==> src/rtl/acso_pkg.sv <==
// shared constants and types for the axle count section occupancy block
package acso_pkg;

  localparam int unsigned CLK_HZ = 20_000_000;
  // shortest head pulse that still looks like a wheel flange
  localparam int unsigned FLANGE_MIN_US = 100;
  localparam int unsigned FLANGE_MIN_CYC = (FLANGE_MIN_US * (CLK_HZ / 1000) + 999) / 1000;
  // time the busy relays keep their restoring contacts closed
  localparam int unsigned BUSY_HOLD_MS = 5;
  localparam int unsigned BUSY_HOLD_CYC = BUSY_HOLD_MS * (CLK_HZ / 1000);
  localparam int unsigned COUNT_W = 8;

  localparam int unsigned BUS_AW = 8;
  localparam int unsigned BUS_DW = 16;
  localparam logic [BUS_AW-1:0] REG_CTRL = 8'h00;
  localparam logic [BUS_AW-1:0] REG_STATUS = 8'h04;
  localparam logic [BUS_AW-1:0] REG_COUNT = 8'h08;

  localparam int unsigned CTRL_ENTRY_BA = 0;
  localparam int unsigned CTRL_EXIT_BA = 1;
  localparam int unsigned CTRL_FAULT_CLR = 2;
  localparam int unsigned CTRL_W = 2;
  localparam logic [CTRL_W-1:0] CTRL_RESET = 2'h1;

  localparam int unsigned STAT_OCC = 0;
  localparam int unsigned STAT_FAULT = 1;
  localparam int unsigned STAT_CLEAR_LINE = 2;
  localparam int unsigned STAT_VACANCY = 3;
  localparam int unsigned STAT_ANTIVALENT = 4;
  localparam int unsigned STAT_SUMMING = 5;

  typedef enum logic [2:0] {
    SEQ_IDLE = 3'h0,
    SEQ_B1 = 3'h1,
    SEQ_B2 = 3'h2,
    SEQ_B3 = 3'h3,
    SEQ_A1 = 3'h4,
    SEQ_A2 = 3'h5,
    SEQ_A3 = 3'h6
  } acso_seq_e;

  typedef enum logic {
    OCC_CLEAR = 1'b0,
    OCC_BUSY = 1'b1
  } acso_occ_e;

endpackage : acso_pkg

==> src/rtl/acso_axle_seq.sv <==
// one double wheel sensor: flange pulse filter and head order decoder
`timescale 1ns/1ps
module acso_axle_seq
  import acso_pkg::*;
#(
  parameter int unsigned FLT_CYC = FLANGE_MIN_CYC
) (
  input wire logic ref_clk,
  input wire logic nrst,
  input wire logic head_a,
  input wire logic head_b,
  output logic axle_ba,
  output logic axle_ab
);

  localparam int unsigned FW = $clog2(FLT_CYC + 1);
  localparam logic [FW-1:0] FLT_LAST = FW'(FLT_CYC - 1);

  typedef struct packed {
    logic [1:0][FW-1:0] flt;
    logic [1:0] lvl;
    acso_seq_e st;
    logic ev_ba;
    logic ev_ab;
  } acso_seq_s;

  acso_seq_s s_q;
  acso_seq_s s_d;
  logic [1:0] raw;
  logic fa;
  logic fb;

  assign raw = {head_b, head_a};
  assign fa = s_q.lvl[0];
  assign fb = s_q.lvl[1];

  always_comb begin
    s_d = s_q;
    s_d.ev_ba = 1'b0;
    s_d.ev_ab = 1'b0;
    // a level moves only after the raw head held its new value long enough
    for (int i = 0; i < 2; i++) begin
      if (raw[i] == s_q.lvl[i]) begin
        s_d.flt[i] = '0;
      end else if (s_q.flt[i] == FLT_LAST) begin
        s_d.flt[i] = '0;
        s_d.lvl[i] = raw[i];
      end else begin
        s_d.flt[i] = s_q.flt[i] + FW'(1);
      end
    end
    // rocking back over the heads moves one step back, never counts
    unique case (s_q.st)
      SEQ_IDLE: begin
        if (fb && !fa) s_d.st = SEQ_B1;
        else if (fa && !fb) s_d.st = SEQ_A1;
      end
      SEQ_B1: begin
        if (fa && fb) s_d.st = SEQ_B2;
        else if (!fb) s_d.st = SEQ_IDLE;
      end
      SEQ_B2: begin
        if (fa && !fb) s_d.st = SEQ_B3;
        else if (!fa && fb) s_d.st = SEQ_B1;
        else if (!fa) s_d.st = SEQ_IDLE;
      end
      SEQ_B3: begin
        if (!fa && !fb) begin
          s_d.st = SEQ_IDLE;
          s_d.ev_ba = 1'b1;
        end else if (fb) begin
          s_d.st = SEQ_B2;
        end
      end
      SEQ_A1: begin
        if (fa && fb) s_d.st = SEQ_A2;
        else if (!fa) s_d.st = SEQ_IDLE;
      end
      SEQ_A2: begin
        if (fb && !fa) s_d.st = SEQ_A3;
        else if (!fb && fa) s_d.st = SEQ_A1;
        else if (!fb) s_d.st = SEQ_IDLE;
      end
      SEQ_A3: begin
        if (!fa && !fb) begin
          s_d.st = SEQ_IDLE;
          s_d.ev_ab = 1'b1;
        end else if (fa) begin
          s_d.st = SEQ_A2;
        end
      end
      default: s_d.st = SEQ_IDLE;
    endcase
  end

  always_ff @(posedge ref_clk or negedge nrst) begin
    if (!nrst) begin
      s_q <= '{flt: '0, lvl: 2'h0, st: SEQ_IDLE, ev_ba: 1'b0, ev_ab: 1'b0};
    end else begin
      s_q <= s_d;
    end
  end

  assign axle_ba = s_q.ev_ba;
  assign axle_ab = s_q.ev_ab;
endmodule : acso_axle_seq

==> src/rtl/acso_section.sv <==
// axle counting section: counter, occupancy state and clear relay chain
//
// Design decisions made here: the strobed register port and the register addresses.
`timescale 1ns/1ps
// Functional notes
// - axle passes only on b, ab, a, none or a, ab, b, none
// - discard head pulses shorter than a flange
// - amplifier release outputs drop after first axle
// - either head relay alone drops vacancy relay
// - dropped vacancy relay opens the clear line
// - released head relays energize antivalent relay
// - first axle: busy outputs on, vacant off
// - vacant outputs feed vacancy; busy outputs drive relays
// - busy relays release summing relay, opening line
// - count up on entry, down on exit
// - simultaneous count in and out both applied
// - no restore while axles remain inside
// - zero count restores clear outputs at once unless a count fault is pending
// - restore re-feeds vacancy relay, busy relays drop
// - antivalent relay drops once its feeds open
// - busy hold window lets vacancy self-latch
// - line closes only when all relays restored
// - head order per sensor configures counting direction
// - count out to zero restores standby
// - shared sensor counts one out, other in
module acso_section
  import acso_pkg::*;
#(
  parameter int unsigned CNT_W = COUNT_W,
  parameter int unsigned FLT_CYC = FLANGE_MIN_CYC,
  parameter int unsigned HOLD_CYC = BUSY_HOLD_CYC
) (
  input wire logic ref_clk,
  input wire logic nrst,
  input wire logic entry_head_a,
  input wire logic entry_head_b,
  input wire logic exit_head_a,
  input wire logic exit_head_b,
  input wire logic [BUS_AW-1:0] reg_addr,
  input wire logic [BUS_DW-1:0] reg_wdata,
  input wire logic reg_wr,
  input wire logic reg_rd,
  output logic [BUS_DW-1:0] reg_rdata,
  output logic amplifier_release_out_a,
  output logic amplifier_release_out_b,
  output logic head_release_relay_a,
  output logic head_release_relay_b,
  output logic busy_out_a,
  output logic busy_out_b,
  output logic vacant_out_a,
  output logic vacant_out_b,
  output logic vacancy_relay,
  output logic antivalent_relay,
  output logic busy_relay_a,
  output logic busy_relay_b,
  output logic busy_summing_relay,
  output logic clear_line,
  output logic [CNT_W-1:0] axle_count,
  output logic count_fault
);

  localparam int unsigned HW = $clog2(HOLD_CYC + 1);
  localparam logic [HW-1:0] HOLD_LOAD = HW'(HOLD_CYC);
  localparam logic [CNT_W:0] CNT_MAX = {1'b0, {CNT_W{1'b1}}};

  typedef struct packed {
    logic [CTRL_W-1:0] ctrl;
    logic [BUS_DW-1:0] rdata;
    acso_occ_e occ;
    logic [CNT_W-1:0] cnt;
    logic fault;
    logic amp_a;
    logic amp_b;
    logic hrel_a;
    logic hrel_b;
    logic busy_a;
    logic busy_b;
    logic vac_a;
    logic vac_b;
    logic vacancy;
    logic antival;
    logic brel_a;
    logic brel_b;
    logic summing;
    logic [HW-1:0] hold;
    logic line;
  } acso_sec_s;

  acso_sec_s s_q;
  acso_sec_s s_d;
  logic ent_ba;
  logic ent_ab;
  logic ext_ba;
  logic ext_ab;
  logic in_ent;
  logic out_ent;
  logic in_ext;
  logic out_ext;
  logic any_evt;
  logic [CNT_W:0] n_in;
  logic [CNT_W:0] n_out;
  logic [CNT_W:0] sum_v;
  logic [CNT_W:0] res_v;
  logic err_set;
  logic agree;

  ////////////////////////////////////////////////////////////////////////////
  // sensors

  acso_axle_seq #(.FLT_CYC(FLT_CYC)) u_entry (
    .ref_clk(ref_clk),
    .nrst(nrst),
    .head_a(entry_head_a),
    .head_b(entry_head_b),
    .axle_ba(ent_ba),
    .axle_ab(ent_ab)
  );

  acso_axle_seq #(.FLT_CYC(FLT_CYC)) u_exit (
    .ref_clk(ref_clk),
    .nrst(nrst),
    .head_a(exit_head_a),
    .head_b(exit_head_b),
    .axle_ba(ext_ba),
    .axle_ab(ext_ab)
  );

  ////////////////////////////////////////////////////////////////////////////
  // counting and occupancy

  // a sensor shared with the next section feeds both instances, so one
  // axle leaves here and enters there in the same cycle
  always_comb begin
    in_ent = s_q.ctrl[CTRL_ENTRY_BA] ? ent_ba : ent_ab;
    out_ent = s_q.ctrl[CTRL_ENTRY_BA] ? ent_ab : ent_ba;
    in_ext = s_q.ctrl[CTRL_EXIT_BA] ? ext_ba : ext_ab;
    out_ext = s_q.ctrl[CTRL_EXIT_BA] ? ext_ab : ext_ba;
    any_evt = in_ent | out_ent | in_ext | out_ext;
    n_in = (CNT_W+1)'(in_ent) + (CNT_W+1)'(in_ext);
    n_out = (CNT_W+1)'(out_ent) + (CNT_W+1)'(out_ext);
    sum_v = {1'b0, s_q.cnt} + n_in;
    res_v = '0;
    err_set = 1'b0;
    if (sum_v < n_out) begin
      err_set = 1'b1;
    end else if (sum_v - n_out > CNT_MAX) begin
      res_v = CNT_MAX;
      err_set = 1'b1;
    end else begin
      res_v = sum_v - n_out;
    end
  end

  // every redundant pair must agree and point the same way
  assign agree = (s_q.busy_a == s_q.busy_b) && (s_q.vac_a == s_q.vac_b) &&
                 (s_q.busy_a != s_q.vac_a) && (s_q.hrel_a == s_q.hrel_b) &&
                 (s_q.brel_a == s_q.brel_b) && (s_q.amp_a == s_q.amp_b);

  always_comb begin
    s_d = s_q;
    s_d.cnt = res_v[CNT_W-1:0];
    // a new fault beats a clear written in the same cycle
    if (reg_wr && reg_addr == REG_CTRL && reg_wdata[CTRL_FAULT_CLR]) s_d.fault = 1'b0;
    if (err_set) s_d.fault = 1'b1;
    unique case (s_q.occ)
      OCC_CLEAR: begin
        if (any_evt) s_d.occ = OCC_BUSY;
      end
      OCC_BUSY: begin
        // restore only from a settled zero count with no fault pending
        if (!any_evt && s_q.cnt == '0 && !s_q.fault) s_d.occ = OCC_CLEAR;
      end
    endcase
    if (any_evt) s_d.occ = OCC_BUSY;

    // all outputs come from the one occupancy state
    s_d.amp_a = (s_d.occ == OCC_CLEAR);
    s_d.amp_b = (s_d.occ == OCC_CLEAR);
    s_d.busy_a = (s_d.occ == OCC_BUSY);
    s_d.busy_b = (s_d.occ == OCC_BUSY);
    s_d.vac_a = (s_d.occ == OCC_CLEAR);
    s_d.vac_b = (s_d.occ == OCC_CLEAR);

    ////////////////////////////////////////////////////////////////////////
    // relay chain, one relay stage per cycle

    s_d.hrel_a = s_q.amp_a;
    s_d.hrel_b = s_q.amp_b;
    s_d.brel_a = s_q.busy_a;
    s_d.brel_b = s_q.busy_b;
    s_d.summing = !s_q.brel_a && !s_q.brel_b;
    // busy relays dropping out open the short window for pick-up
    if ((s_q.brel_a || s_q.brel_b) && !s_q.busy_a && !s_q.busy_b) begin
      s_d.hold = HOLD_LOAD;
    end else if (s_q.hold != '0) begin
      s_d.hold = s_q.hold - HW'(1);
    end
    // vacancy picks up only inside the hold window, then holds itself
    s_d.vacancy = s_q.hrel_a && s_q.hrel_b && s_q.vac_a && s_q.vac_b &&
                  (s_q.vacancy || s_q.hold != '0);
    s_d.antival = (!s_q.hrel_a && !s_q.hrel_b) || !s_q.vacancy;
    s_d.line = s_q.vacancy && !s_q.antival && s_q.summing && agree &&
               s_q.occ == OCC_CLEAR;

    ////////////////////////////////////////////////////////////////////////
    // register port

    s_d.rdata = '0;
    if (reg_wr && reg_addr == REG_CTRL) s_d.ctrl = reg_wdata[CTRL_W-1:0];
    if (reg_rd) begin
      if (reg_addr == REG_CTRL) begin
        s_d.rdata[CTRL_W-1:0] = s_q.ctrl;
      end else if (reg_addr == REG_STATUS) begin
        s_d.rdata[STAT_OCC] = (s_q.occ == OCC_BUSY);
        s_d.rdata[STAT_FAULT] = s_q.fault;
        s_d.rdata[STAT_CLEAR_LINE] = s_q.line;
        s_d.rdata[STAT_VACANCY] = s_q.vacancy;
        s_d.rdata[STAT_ANTIVALENT] = s_q.antival;
        s_d.rdata[STAT_SUMMING] = s_q.summing;
      end else if (reg_addr == REG_COUNT) begin
        s_d.rdata[CNT_W-1:0] = s_q.cnt;
      end
    end
  end

  // reset lands in the standby position with the clear line closed
  always_ff @(posedge ref_clk or negedge nrst) begin
    if (!nrst) begin
      s_q <= '{ctrl: CTRL_RESET, rdata: '0, occ: OCC_CLEAR, cnt: '0, fault: 1'b0,
               amp_a: 1'b1, amp_b: 1'b1, hrel_a: 1'b1, hrel_b: 1'b1,
               busy_a: 1'b0, busy_b: 1'b0, vac_a: 1'b1, vac_b: 1'b1,
               vacancy: 1'b1, antival: 1'b0, brel_a: 1'b0, brel_b: 1'b0,
               summing: 1'b1, hold: '0, line: 1'b1};
    end else begin
      s_q <= s_d;
    end
  end

  assign reg_rdata = s_q.rdata;
  assign amplifier_release_out_a = s_q.amp_a;
  assign amplifier_release_out_b = s_q.amp_b;
  assign head_release_relay_a = s_q.hrel_a;
  assign head_release_relay_b = s_q.hrel_b;
  assign busy_out_a = s_q.busy_a;
  assign busy_out_b = s_q.busy_b;
  assign vacant_out_a = s_q.vac_a;
  assign vacant_out_b = s_q.vac_b;
  assign vacancy_relay = s_q.vacancy;
  assign antivalent_relay = s_q.antival;
  assign busy_relay_a = s_q.brel_a;
  assign busy_relay_b = s_q.brel_b;
  assign busy_summing_relay = s_q.summing;
  assign clear_line = s_q.line;
  assign axle_count = s_q.cnt;
  assign count_fault = s_q.fault;
endmodule : acso_section

==> config.mk <==
export PLATFORM = sky130hd
export DESIGN_NAME = acso_section
export DESIGN_NICKNAME = d
export VERILOG_FILES = /design/src/rtl/acso_pkg.sv /design/src/rtl/acso_axle_seq.sv /design/src/rtl/acso_section.sv
export SDC_FILE = /design/constraint.sdc
export NUM_CORES = 1
export LEC_CHECK = 0
export ABC_AREA = 1
export BUFFER_PORTS_ARGS = -buffer_cell sky130_fd_sc_hd__buf_4
export CAP_MARGIN = 20
export CORE_ASPECT_RATIO = 1.2
export CORE_MARGIN = 2
export CORE_UTILIZATION = 40
export CTS_CLUSTER_DIAMETER = 50
export DETAILED_ROUTE_END_ITERATION = 6
export PLACE_DENSITY = 0.62
export SLEW_MARGIN = 20
export SYNTH_ARGS = -nofsm -noshare
export SYNTH_HDL_FRONTEND = slang
export SYNTH_SLANG_ARGS = --single-unit
==> constraint.sdc <==
create_clock -name ref_clk -period 3.5 [get_ports ref_clk]
set_input_delay 0.7 -clock ref_clk [delete_from_list [all_inputs] [get_ports ref_clk]]
set_output_delay 0.7 -clock ref_clk [all_outputs]
set_load 0.1 [all_outputs]
==> flow_metrics.py, run 1 <==
metrics = {
    "status": {
        "status": "finished clean",
    },
    "floorplan": {
        "die_h_um": 136.4,
        "io_pins": 71,
        "initial_core_util_pct": 40.72,
        "die_area_mm2": 0.01560,
        "core_region_area_mm2": 0.01435,
        "rows": 48,
        "fp.dieW_um": 114.3,
    },
    "drt": {
        "vias": 4600,
        "avgViaCountPerCell": 4.883,
        "drt-initial-drc-count": 318,
        "postRouteAntennaNets": 0,
        "dr.pass1.iters": 4,
        "finalWirelength_um": 11080,
        "drc_errors": 0,
        "wl_per_cell_um": 11.76,
    },
    "clock_network": {
        "cts_root_buffer": "clkbuf_16",
        "clock_latency_ns": 0.35,
        "htree_levels": 3,
        "clockBufferDepth": 2,
        "cts_tree": "yes",
        "path_clk_slew_ns": 0.07,
        "postCtsSetupBuffers": 0,
        "hold_buffers": 0,
        "cts_resized": 0,
        "cts.sinks": 102,
        "cts_buffers": 9,
    },
    "synth": {
        "yosysSeqAreaShare_pct": 43.80,
        "synth_top_flop_cell": "dfrtp_1",
        "synth_area_per_cell_um2": 8.039,
        "synth_edf_count": 0,
        "synthCells": 727,
        "yosys.area.top_type": "dfrtp_1",
        "synth-xor-area-share_pct": 4.346,
        "async_flop_share_pct": 100.0,
        "ys_ff_latch": 102,
        "yosys.cell_types.count": 41,
        "synth_top_family_by_area": "simple AND/OR/NAND/NOR gates",
        "synth_area_leaders": "dfrtp_1 41%, nand2_1 8.0%, inv_1 7.0%, nor2_1 5.9%, buf_4 3.9%",
        "synthSimpleGateAreaFrac_pct": 28.82,
        "synth_compound_area_share_pct": 6.615,
        "synthAdderAreaFrac_pct": 4.325,
        "yosys_warnings": 0,
        "synth_top_area_share_pct": 41.10,
        "synthMuxAreaShare_pct": 0.7707,
        "syn_area_mm2": 0.005844,
    },
    "pwr": {
        "p_clk_share_pct": 23.2,
        "p_leak_nw": 3.221,
        "power.switching_w": 0.002141,
        "irDropWorstVdd_mv": 0.2436,
        "combPwrFrac_pct": 42.0,
        "p_seq_share_pct": 34.8,
        "swShare_pct": 46.50,
        "powerDensity_mw_per_mm2": 702.0,
        "p_int_w": 0.002463,
    },
    "critical_path": {
        "startpoint": "s_q[57]$_DFFE_PN1P_",
        "startpoint_type": "flop",
        "required_ns": 3.73,
        "worstPathCellList": "a21oi_1 -> fa_1 -> ha_1 -> ha_1 -> nand2_1 -> nand2_1 -> nor2_2 -> nand2_1 -> nor2_2 -> nand4_2 -> inv_1 -> a21oi_1",
        "crit_buf_inv": 1,
        "rr_worst_depth": 12,
        "rr_endpoint": "axle_count[6]$_DFF_PN0_",
        "slowest_stage": "dfstp_2",
        "crit_path_frequent_cell": "nand2_1",
        "end_kind": "flop",
        "cp_data_arrival_time_ns": 3.09,
        "path_delay_family": "adder cells",
        "critical_path_class": "flop to flop",
        "r2r-start": "s_q[57]$_DFFE_PN1P_",
        "critPathMaxFanout": 8,
        "rrSetupSlack_ns": 0.64,
        "cp_slowest_stage_delay_ns": 0.57,
    },
    "global_route": {
        "top_usage_layer": "met2",
        "met1_usage_pct": 18.55,
        "grt_antenna_before_repair": 0,
        "grt_max_degree": 55,
        "overflow": 0,
        "grt_pass1_vias": 4448,
        "grt_pass1_wl_um": 19430,
        "grt_use_met2_pct": 26.42,
        "grt_util_met3_pct": 3.076,
        "track_usage_pct": 15.34,
    },
    "worst_hold_path": {
        "hold_class": "primary input to asynchronous set/reset pin",
    },
    "sta": {
        "fin_tns_setup_ns": 0,
        "setup_violations": 0,
        "worst_slack_ns": 0.6416,
        "max_freq_mhz": 349.8,
        "worst_pin_slew_ns": 0.6908,
        "min_period_over_period_pct": 81.67,
        "period_needed_ns": 2.858,
        "rsz0062_at_grt": "no",
        "relSlewSlack_pct": 53.94,
        "worst_clock_skew_ns": 0.003178,
        "drv_slew": 0,
        "hold_violations": 0,
    },
    "flow_run": {
        "drv_cap": 0,
    },
    "placed_design": {
        "dp_slack_ns": 0.6493,
        "place.gp.congestion": 0.8336,
        "dpl.hpwl_um": 8125,
        "port_buffers": 49,
    },
    "layout": {
        "num_antenna_cells": 0,
        "drive_gt1_share_pct": 13.43,
        "syn_to_final_growth_pct": 12.22,
        "final_nets": 813,
        "final_cell_mix": "124 x nand2_1, 109 x inv_1, 96 x dfrtp_1",
        "final_common_cell": "nand2_1",
    },
}
-- flip-flops by register name, summed over array words and instances, names as in the netlist, 8 cells and up --
name,count
s_q,19
u_exit.s_q,25
axle_count,8
reg_rdata,8
u_entry.s_q,25
-- routing by layer --
layer	vias up	share of wire, %
met3	17	4.5
met2	97	48
met5	-	0
met1	2112	45
met4	0	1.9
li1	2374	-
-- metrics by stage --
step	power, W	area [um2]	util, %	hold WS, ns	std cells
after CTS	0.004653	6559	45.69	0.4117	942
after detailed placement	0.003563	6243	43.50	0.3983	926
final	0.004604	6559	45.69	0.3905	942
after floorplan	0.003252	5871	-	0.4044	734
after global routing	0.004878	6559	45.69	0.4215	942
after global placement	0.003548	6243	43.50	0.3982	926
-- logic make-up (layout without fill, tap and decap cells) --
| kind of cell | Yosys count | count (layout) |
|---|---|---|
| fa+ha+maj | 19 | 19 |
| flops | 102 | 102 |
| xor+xnor | 29 | 29 |
| simple gates | 357 | 357 |
| buf+inv | 145 | 178 |
| compound gates | 70 | 70 |
| mux | 4 | 4 |
| other cells | 1 | 8 |
-- layout make-up --
class	instances	area [um2]
clock buffers	10	229.0
clock inverters	6	86.33
fillers	1426	7795
inverters	111	416.7
multi-input cells	487	2653
flip-flops and latches	102	2560
well taps	175	219.0
repair buffers	51	395.4
-- synth_stat cells (all sizes together) (2+ instances only) --
master / n
clkbuf: 3
xor2: 17
o211ai: 3
nor2: 100
nand4: 20
mux2: 4
o22ai: 2
o21a: 3
nor4: 8
nand2: 136
nor3b: 9
xnor2: 12
ha: 17
a31oi: 5
fa: 2
buf: 31
o21ai: 21
inv: 111
dfstp: 6
dfrtp: 96
a21oi: 32
nand3: 45
nor3: 37
-- worst max path at each step --
stage | depth (start not counted) | end | slack, ns
5_1_grt | 12 | axle_count[6]$_DFF_PN0_ | 0.43
4_1_cts | 12 | axle_count[6]$_DFF_PN0_ | 0.63
3_5_place_dp | 12 | axle_count[6]$_DFF_PN0_ | 0.65
2_1_floorplan | 12 | axle_count[6]$_DFF_PN0_ | 0.94
3_3_place_gp | 12 | axle_count[6]$_DFF_PN0_ | 0.68
6_report | 12 | axle_count[6]$_DFF_PN0_ | 0.64
-- worst reg2reg max path: stages, from the launching register on --
cell and delay, ns:
dfstp_2 0.57, a21oi_1 0.09, fa_1 0.46, ha_1 0.33
ha_1 0.30, nand2_1 0.06, nand2_1 0.06, nor2_2 0.13
nand2_1 0.10, nor2_2 0.18, nand4_2 0.27, inv_1 0.14
a21oi_1 0.05
-- power by group through the flow --
stage	combinational [W]	sequential [W]	clock [W]
3_5_place_dp	0.00194	0.00162	0
5_1_grt	0.00210	0.00164	0.00115
2_1_floorplan	0.00140	0.00185	0
6_report	0.00194	0.00160	0.00107
4_1_cts	0.00195	0.00160	0.00110
3_3_place_gp	0.00193	0.00162	0
No activity file was read; power rests on OpenSTA's default activity.
==> run 2, diff against run 1 <==
Settings changed: ABC_AREA 1 to 0, PLACE_DENSITY 0.62 to 0.65.
Clock period 3.5 ns to 2.34 ns, I/O delays scaled along.
==> run 2 against run 1 <==
Compared with the run above: the flow now finishes with violations (setup timing); hold slack worse by 0.29 ns; clock skew is 0.0042 ns higher; synthesized area is 3.1% lower; die area is 3.0% lower; design area is 1.4% higher; maximum frequency is 1.8% lower; setup slack worse by 1.2 ns; cell count is 12% lower; count of clock-buffer cells in the layout stayed put; sequential power is 12% higher; utilization is 2.4 points higher; highest routed layer unchanged.
==> flow_metrics.py, run 2 <==
metrics = {
    "placed_design": {
        "port_buffers": 49,
        "dpl.hpwl_um": 8202,
        "dp.cells": 814,
        "place.gp.congestion": 0.8723,
    },
    "layout": {
        "drive_gt1_share_pct": 21.75,
        "syn_to_final_growth_pct": 17.39,
        "final_nets": 708,
        "final_common_cell": "nor2_1",
        "final_cell_mix": "100 x nor2_1, 96 x dfrtp_1, 83 x buf_4",
        "num_antenna_cells": 0,
        "instances_no_fill": 833,
        "biggestRegsByFlops": "u_entry.s_q: 25 flops, u_exit.s_q: 25 flops, s_q: 19 flops",
    },
    "clock_network": {
        "cts_buffers": 9,
        "clockBufferDepth": 2,
        "path_clk_slew_ns": 0.07,
        "clock_latency_ns": 0.34,
        "htree_levels": 3,
        "cts_tree": "yes",
        "cts.sinks": 102,
        "hold_buffers": 0,
        "cts_root_buffer": "clkbuf_16",
    },
    "drt": {
        "avgViaCountPerCell": 5.247,
        "postRouteAntennaNets": 0,
        "vias": 4371,
        "drc_errors": 0,
        "dr.pass1.iters": 4,
        "wl_per_cell_um": 13.63,
        "finalWirelength_um": 11360,
        "drt-initial-drc-count": 294,
    },
    "sta": {
        "min_period_over_period_pct": 124.4,
        "hold_violations": 0,
        "setup_violations": 9,
        "relSlewSlack_pct": 64.70,
        "worst_clock_skew_ns": 0.007393,
        "worst_pin_slew_ns": 0.5266,
        "period_needed_ns": 2.911,
        "drv_slew": 0,
        "worst_slack_ns": -0.5711,
        "rsz0062_at_grt": "yes",
        "max_freq_mhz": 343.5,
    },
    "pwr": {
        "irDropWorstVdd_mv": 0.3590,
        "p_clk_share_pct": 41.8,
        "swShare_pct": 23.86,
        "finalPower_w": 0.003424,
        "combPwrFrac_pct": 5.7,
        "p_leak_nw": 3.088,
        "p_int_w": 0.002607,
        "p_seq_share_pct": 52.5,
        "powerDensity_mw_per_mm2": 515.1,
        "power.switching_w": 0.0008169,
    },
    "floorplan": {
        "die_h_um": 134.3,
        "rows": 47,
        "die_area_mm2": 0.01513,
        "initial_core_util_pct": 40.98,
        "io_pins": 71,
        "core_region_area_mm2": 0.01382,
        "fp.dieW_um": 112.6,
    },
    "synth": {
        "synth_top_area_share_pct": 42.42,
        "yosys.cell_types.count": 67,
        "syn_area_mm2": 0.005663,
        "synthCells": 601,
        "synth_area_leaders": "dfrtp_1 42%, nor2_1 6.8%, xnor2_1 4.9%, buf_4 4.1%, ha_1 3.8%",
        "synth_top_flop_cell": "dfrtp_1",
        "yosys_warnings": 0,
        "ys_ff_latch": 102,
        "synth_area_per_cell_um2": 9.423,
        "async_flop_share_pct": 100.0,
        "synth.most_common_cell": "nor2_1",
        "yosysSeqAreaShare_pct": 45.21,
        "synth_edf_count": 0,
        "synth.top_cells.by_count": "102 x nor2_1, 96 x dfrtp_1, 32 x xnor2_1",
        "yosys.area.top_type": "dfrtp_1",
    },
    "global_route": {
        "grt_antenna_before_repair": 0,
        "grt_pass1_vias": 4365,
        "grt_max_degree": 42,
        "overflow": 0,
        "grt_pass1_wl_um": 19580,
        "track_usage_pct": 15.43,
    },
    "critical_path": {
        "critPathMaxFanout": 7,
        "startpoint_type": "flop",
        "required_ns": 2.56,
        "cp_data_arrival_time_ns": 3.14,
        "end_kind": "flop",
        "critical_path_class": "flop to flop",
        "rr_worst_depth": 9,
    },
    "status": {
        "status": "finished, violations left",
        "violations": "setup timing",
    },
    "worst_hold_path": {
        "hold_class": "primary input to asynchronous set/reset pin",
    },
    "flow_run": {
        "drv_cap": 0,
    },
}
==> run 2: cells by family after synthesis <==
| group | after synthesis | synth area share (%) |
|---|---|---|
| other | 1 | 0.06622 |
| buffers and inverters | 69 | 6.739 |
| adders and majority gates | 19 | 4.463 |
| and+or+nand+nor | 253 | 22.78 |
| xor gates and xnor gates | 50 | 7.733 |
| AOI/OAI and AO/OA | 97 | 11.07 |
| muxes | 10 | 1.944 |
| DFF | 102 | 45.21 |
==> run 2: critical path, stage by stage, from the launching register on <==
cell and delay [ns]:
dfstp_2 0.54, mux2_4 0.30, fa_2 0.37, ha_4 0.30, ha_4 0.20, buf_4 0.14, nand2b_4 0.06, nand3b_1 0.07
or4_4 0.57, a32o_1 0.25
==> run 2: per-layer routing <==
layer	share of wire [%]	track usage [%]	wire (um)	vias to the layer above
li1	-	-	-	2149
met2	49	26.48	5602	111
met3	5.3	3.434	601	21
met5	0	0	0	-
met1	44	19.09	4954	2090
met4	1.8	5.488	199	0
==> run 2: power groups by stage <==
stage | registers (W) | logic (W) | clock network (W)
global placement | 0.00183 | 0.000196 | 0
finish | 0.00180 | 0.000195 | 0.00143
floorplan | 0.00183 | 0.000116 | 0
global route | 0.00180 | 0.000217 | 0.00156
CTS | 0.00180 | 0.000200 | 0.00149
detailed placement | 0.00183 | 0.000199 | 0
==> run 2: layout make-up <==
class / instances / area [um2]
Timing Repair Buffer: 84 / 643.1
Clock buffer: 10 / 239.0
Clock inverter: 6 / 50.05
Tap cell: 171 / 214.0
Inverter: 23 / 86.33
Multi-Input combinational cell: 437 / 2855
Fill cell: 1247 / 7172
Sequential cell: 102 / 2560
==> run 2: worst paths after layout <==
kind	slack, ns	endpoint	from
min	0.1	reg_rdata[0]$_DFF_PN0_	nrst
max reg2reg	-0.57	axle_count[7]$_DFF_PN0_	s_q[57]$_DFFE_PN1P_
min reg2reg	0.42	head_release_relay_b$_DFF_PN1_	vacant_out_b$_DFF_PN1_
min in group ref_clk	0.35	u_entry.fa$_DFFE_PN0P_	entry_head_a
max	-0.57	axle_count[7]$_DFF_PN0_	s_q[57]$_DFFE_PN1P_
max in group asynchronous	1.67	u_exit.s_q[15]$_DFF_PN0_	nrst
==> run 2: what timing repair did <==
item	4_1_cts	5_1_grt
pin swaps	6	3
resized for setup	8	4
hold endpoints to repair	0	0
endpoints found under the setup margin	9	9
setup buffers	1	2
==> run 2: through the flow <==
stage                     utilization, %  area (um2)  hold slack [ns]  TNS (ns)  worst slack (ns)
final                              48.10        6648          0.09656    -4.726           -0.5711
after floorplan                        -        5772           0.1724    -4.039           -0.5334
after global routing               48.10        6648           0.1349    -5.443           -0.6462
after global placement             45.60        6301           0.4089    -4.213           -0.5110
after CTS                          47.90        6620           0.1153    -4.571           -0.5493
after detailed placement           45.60        6301           0.4116    -4.581           -0.5828
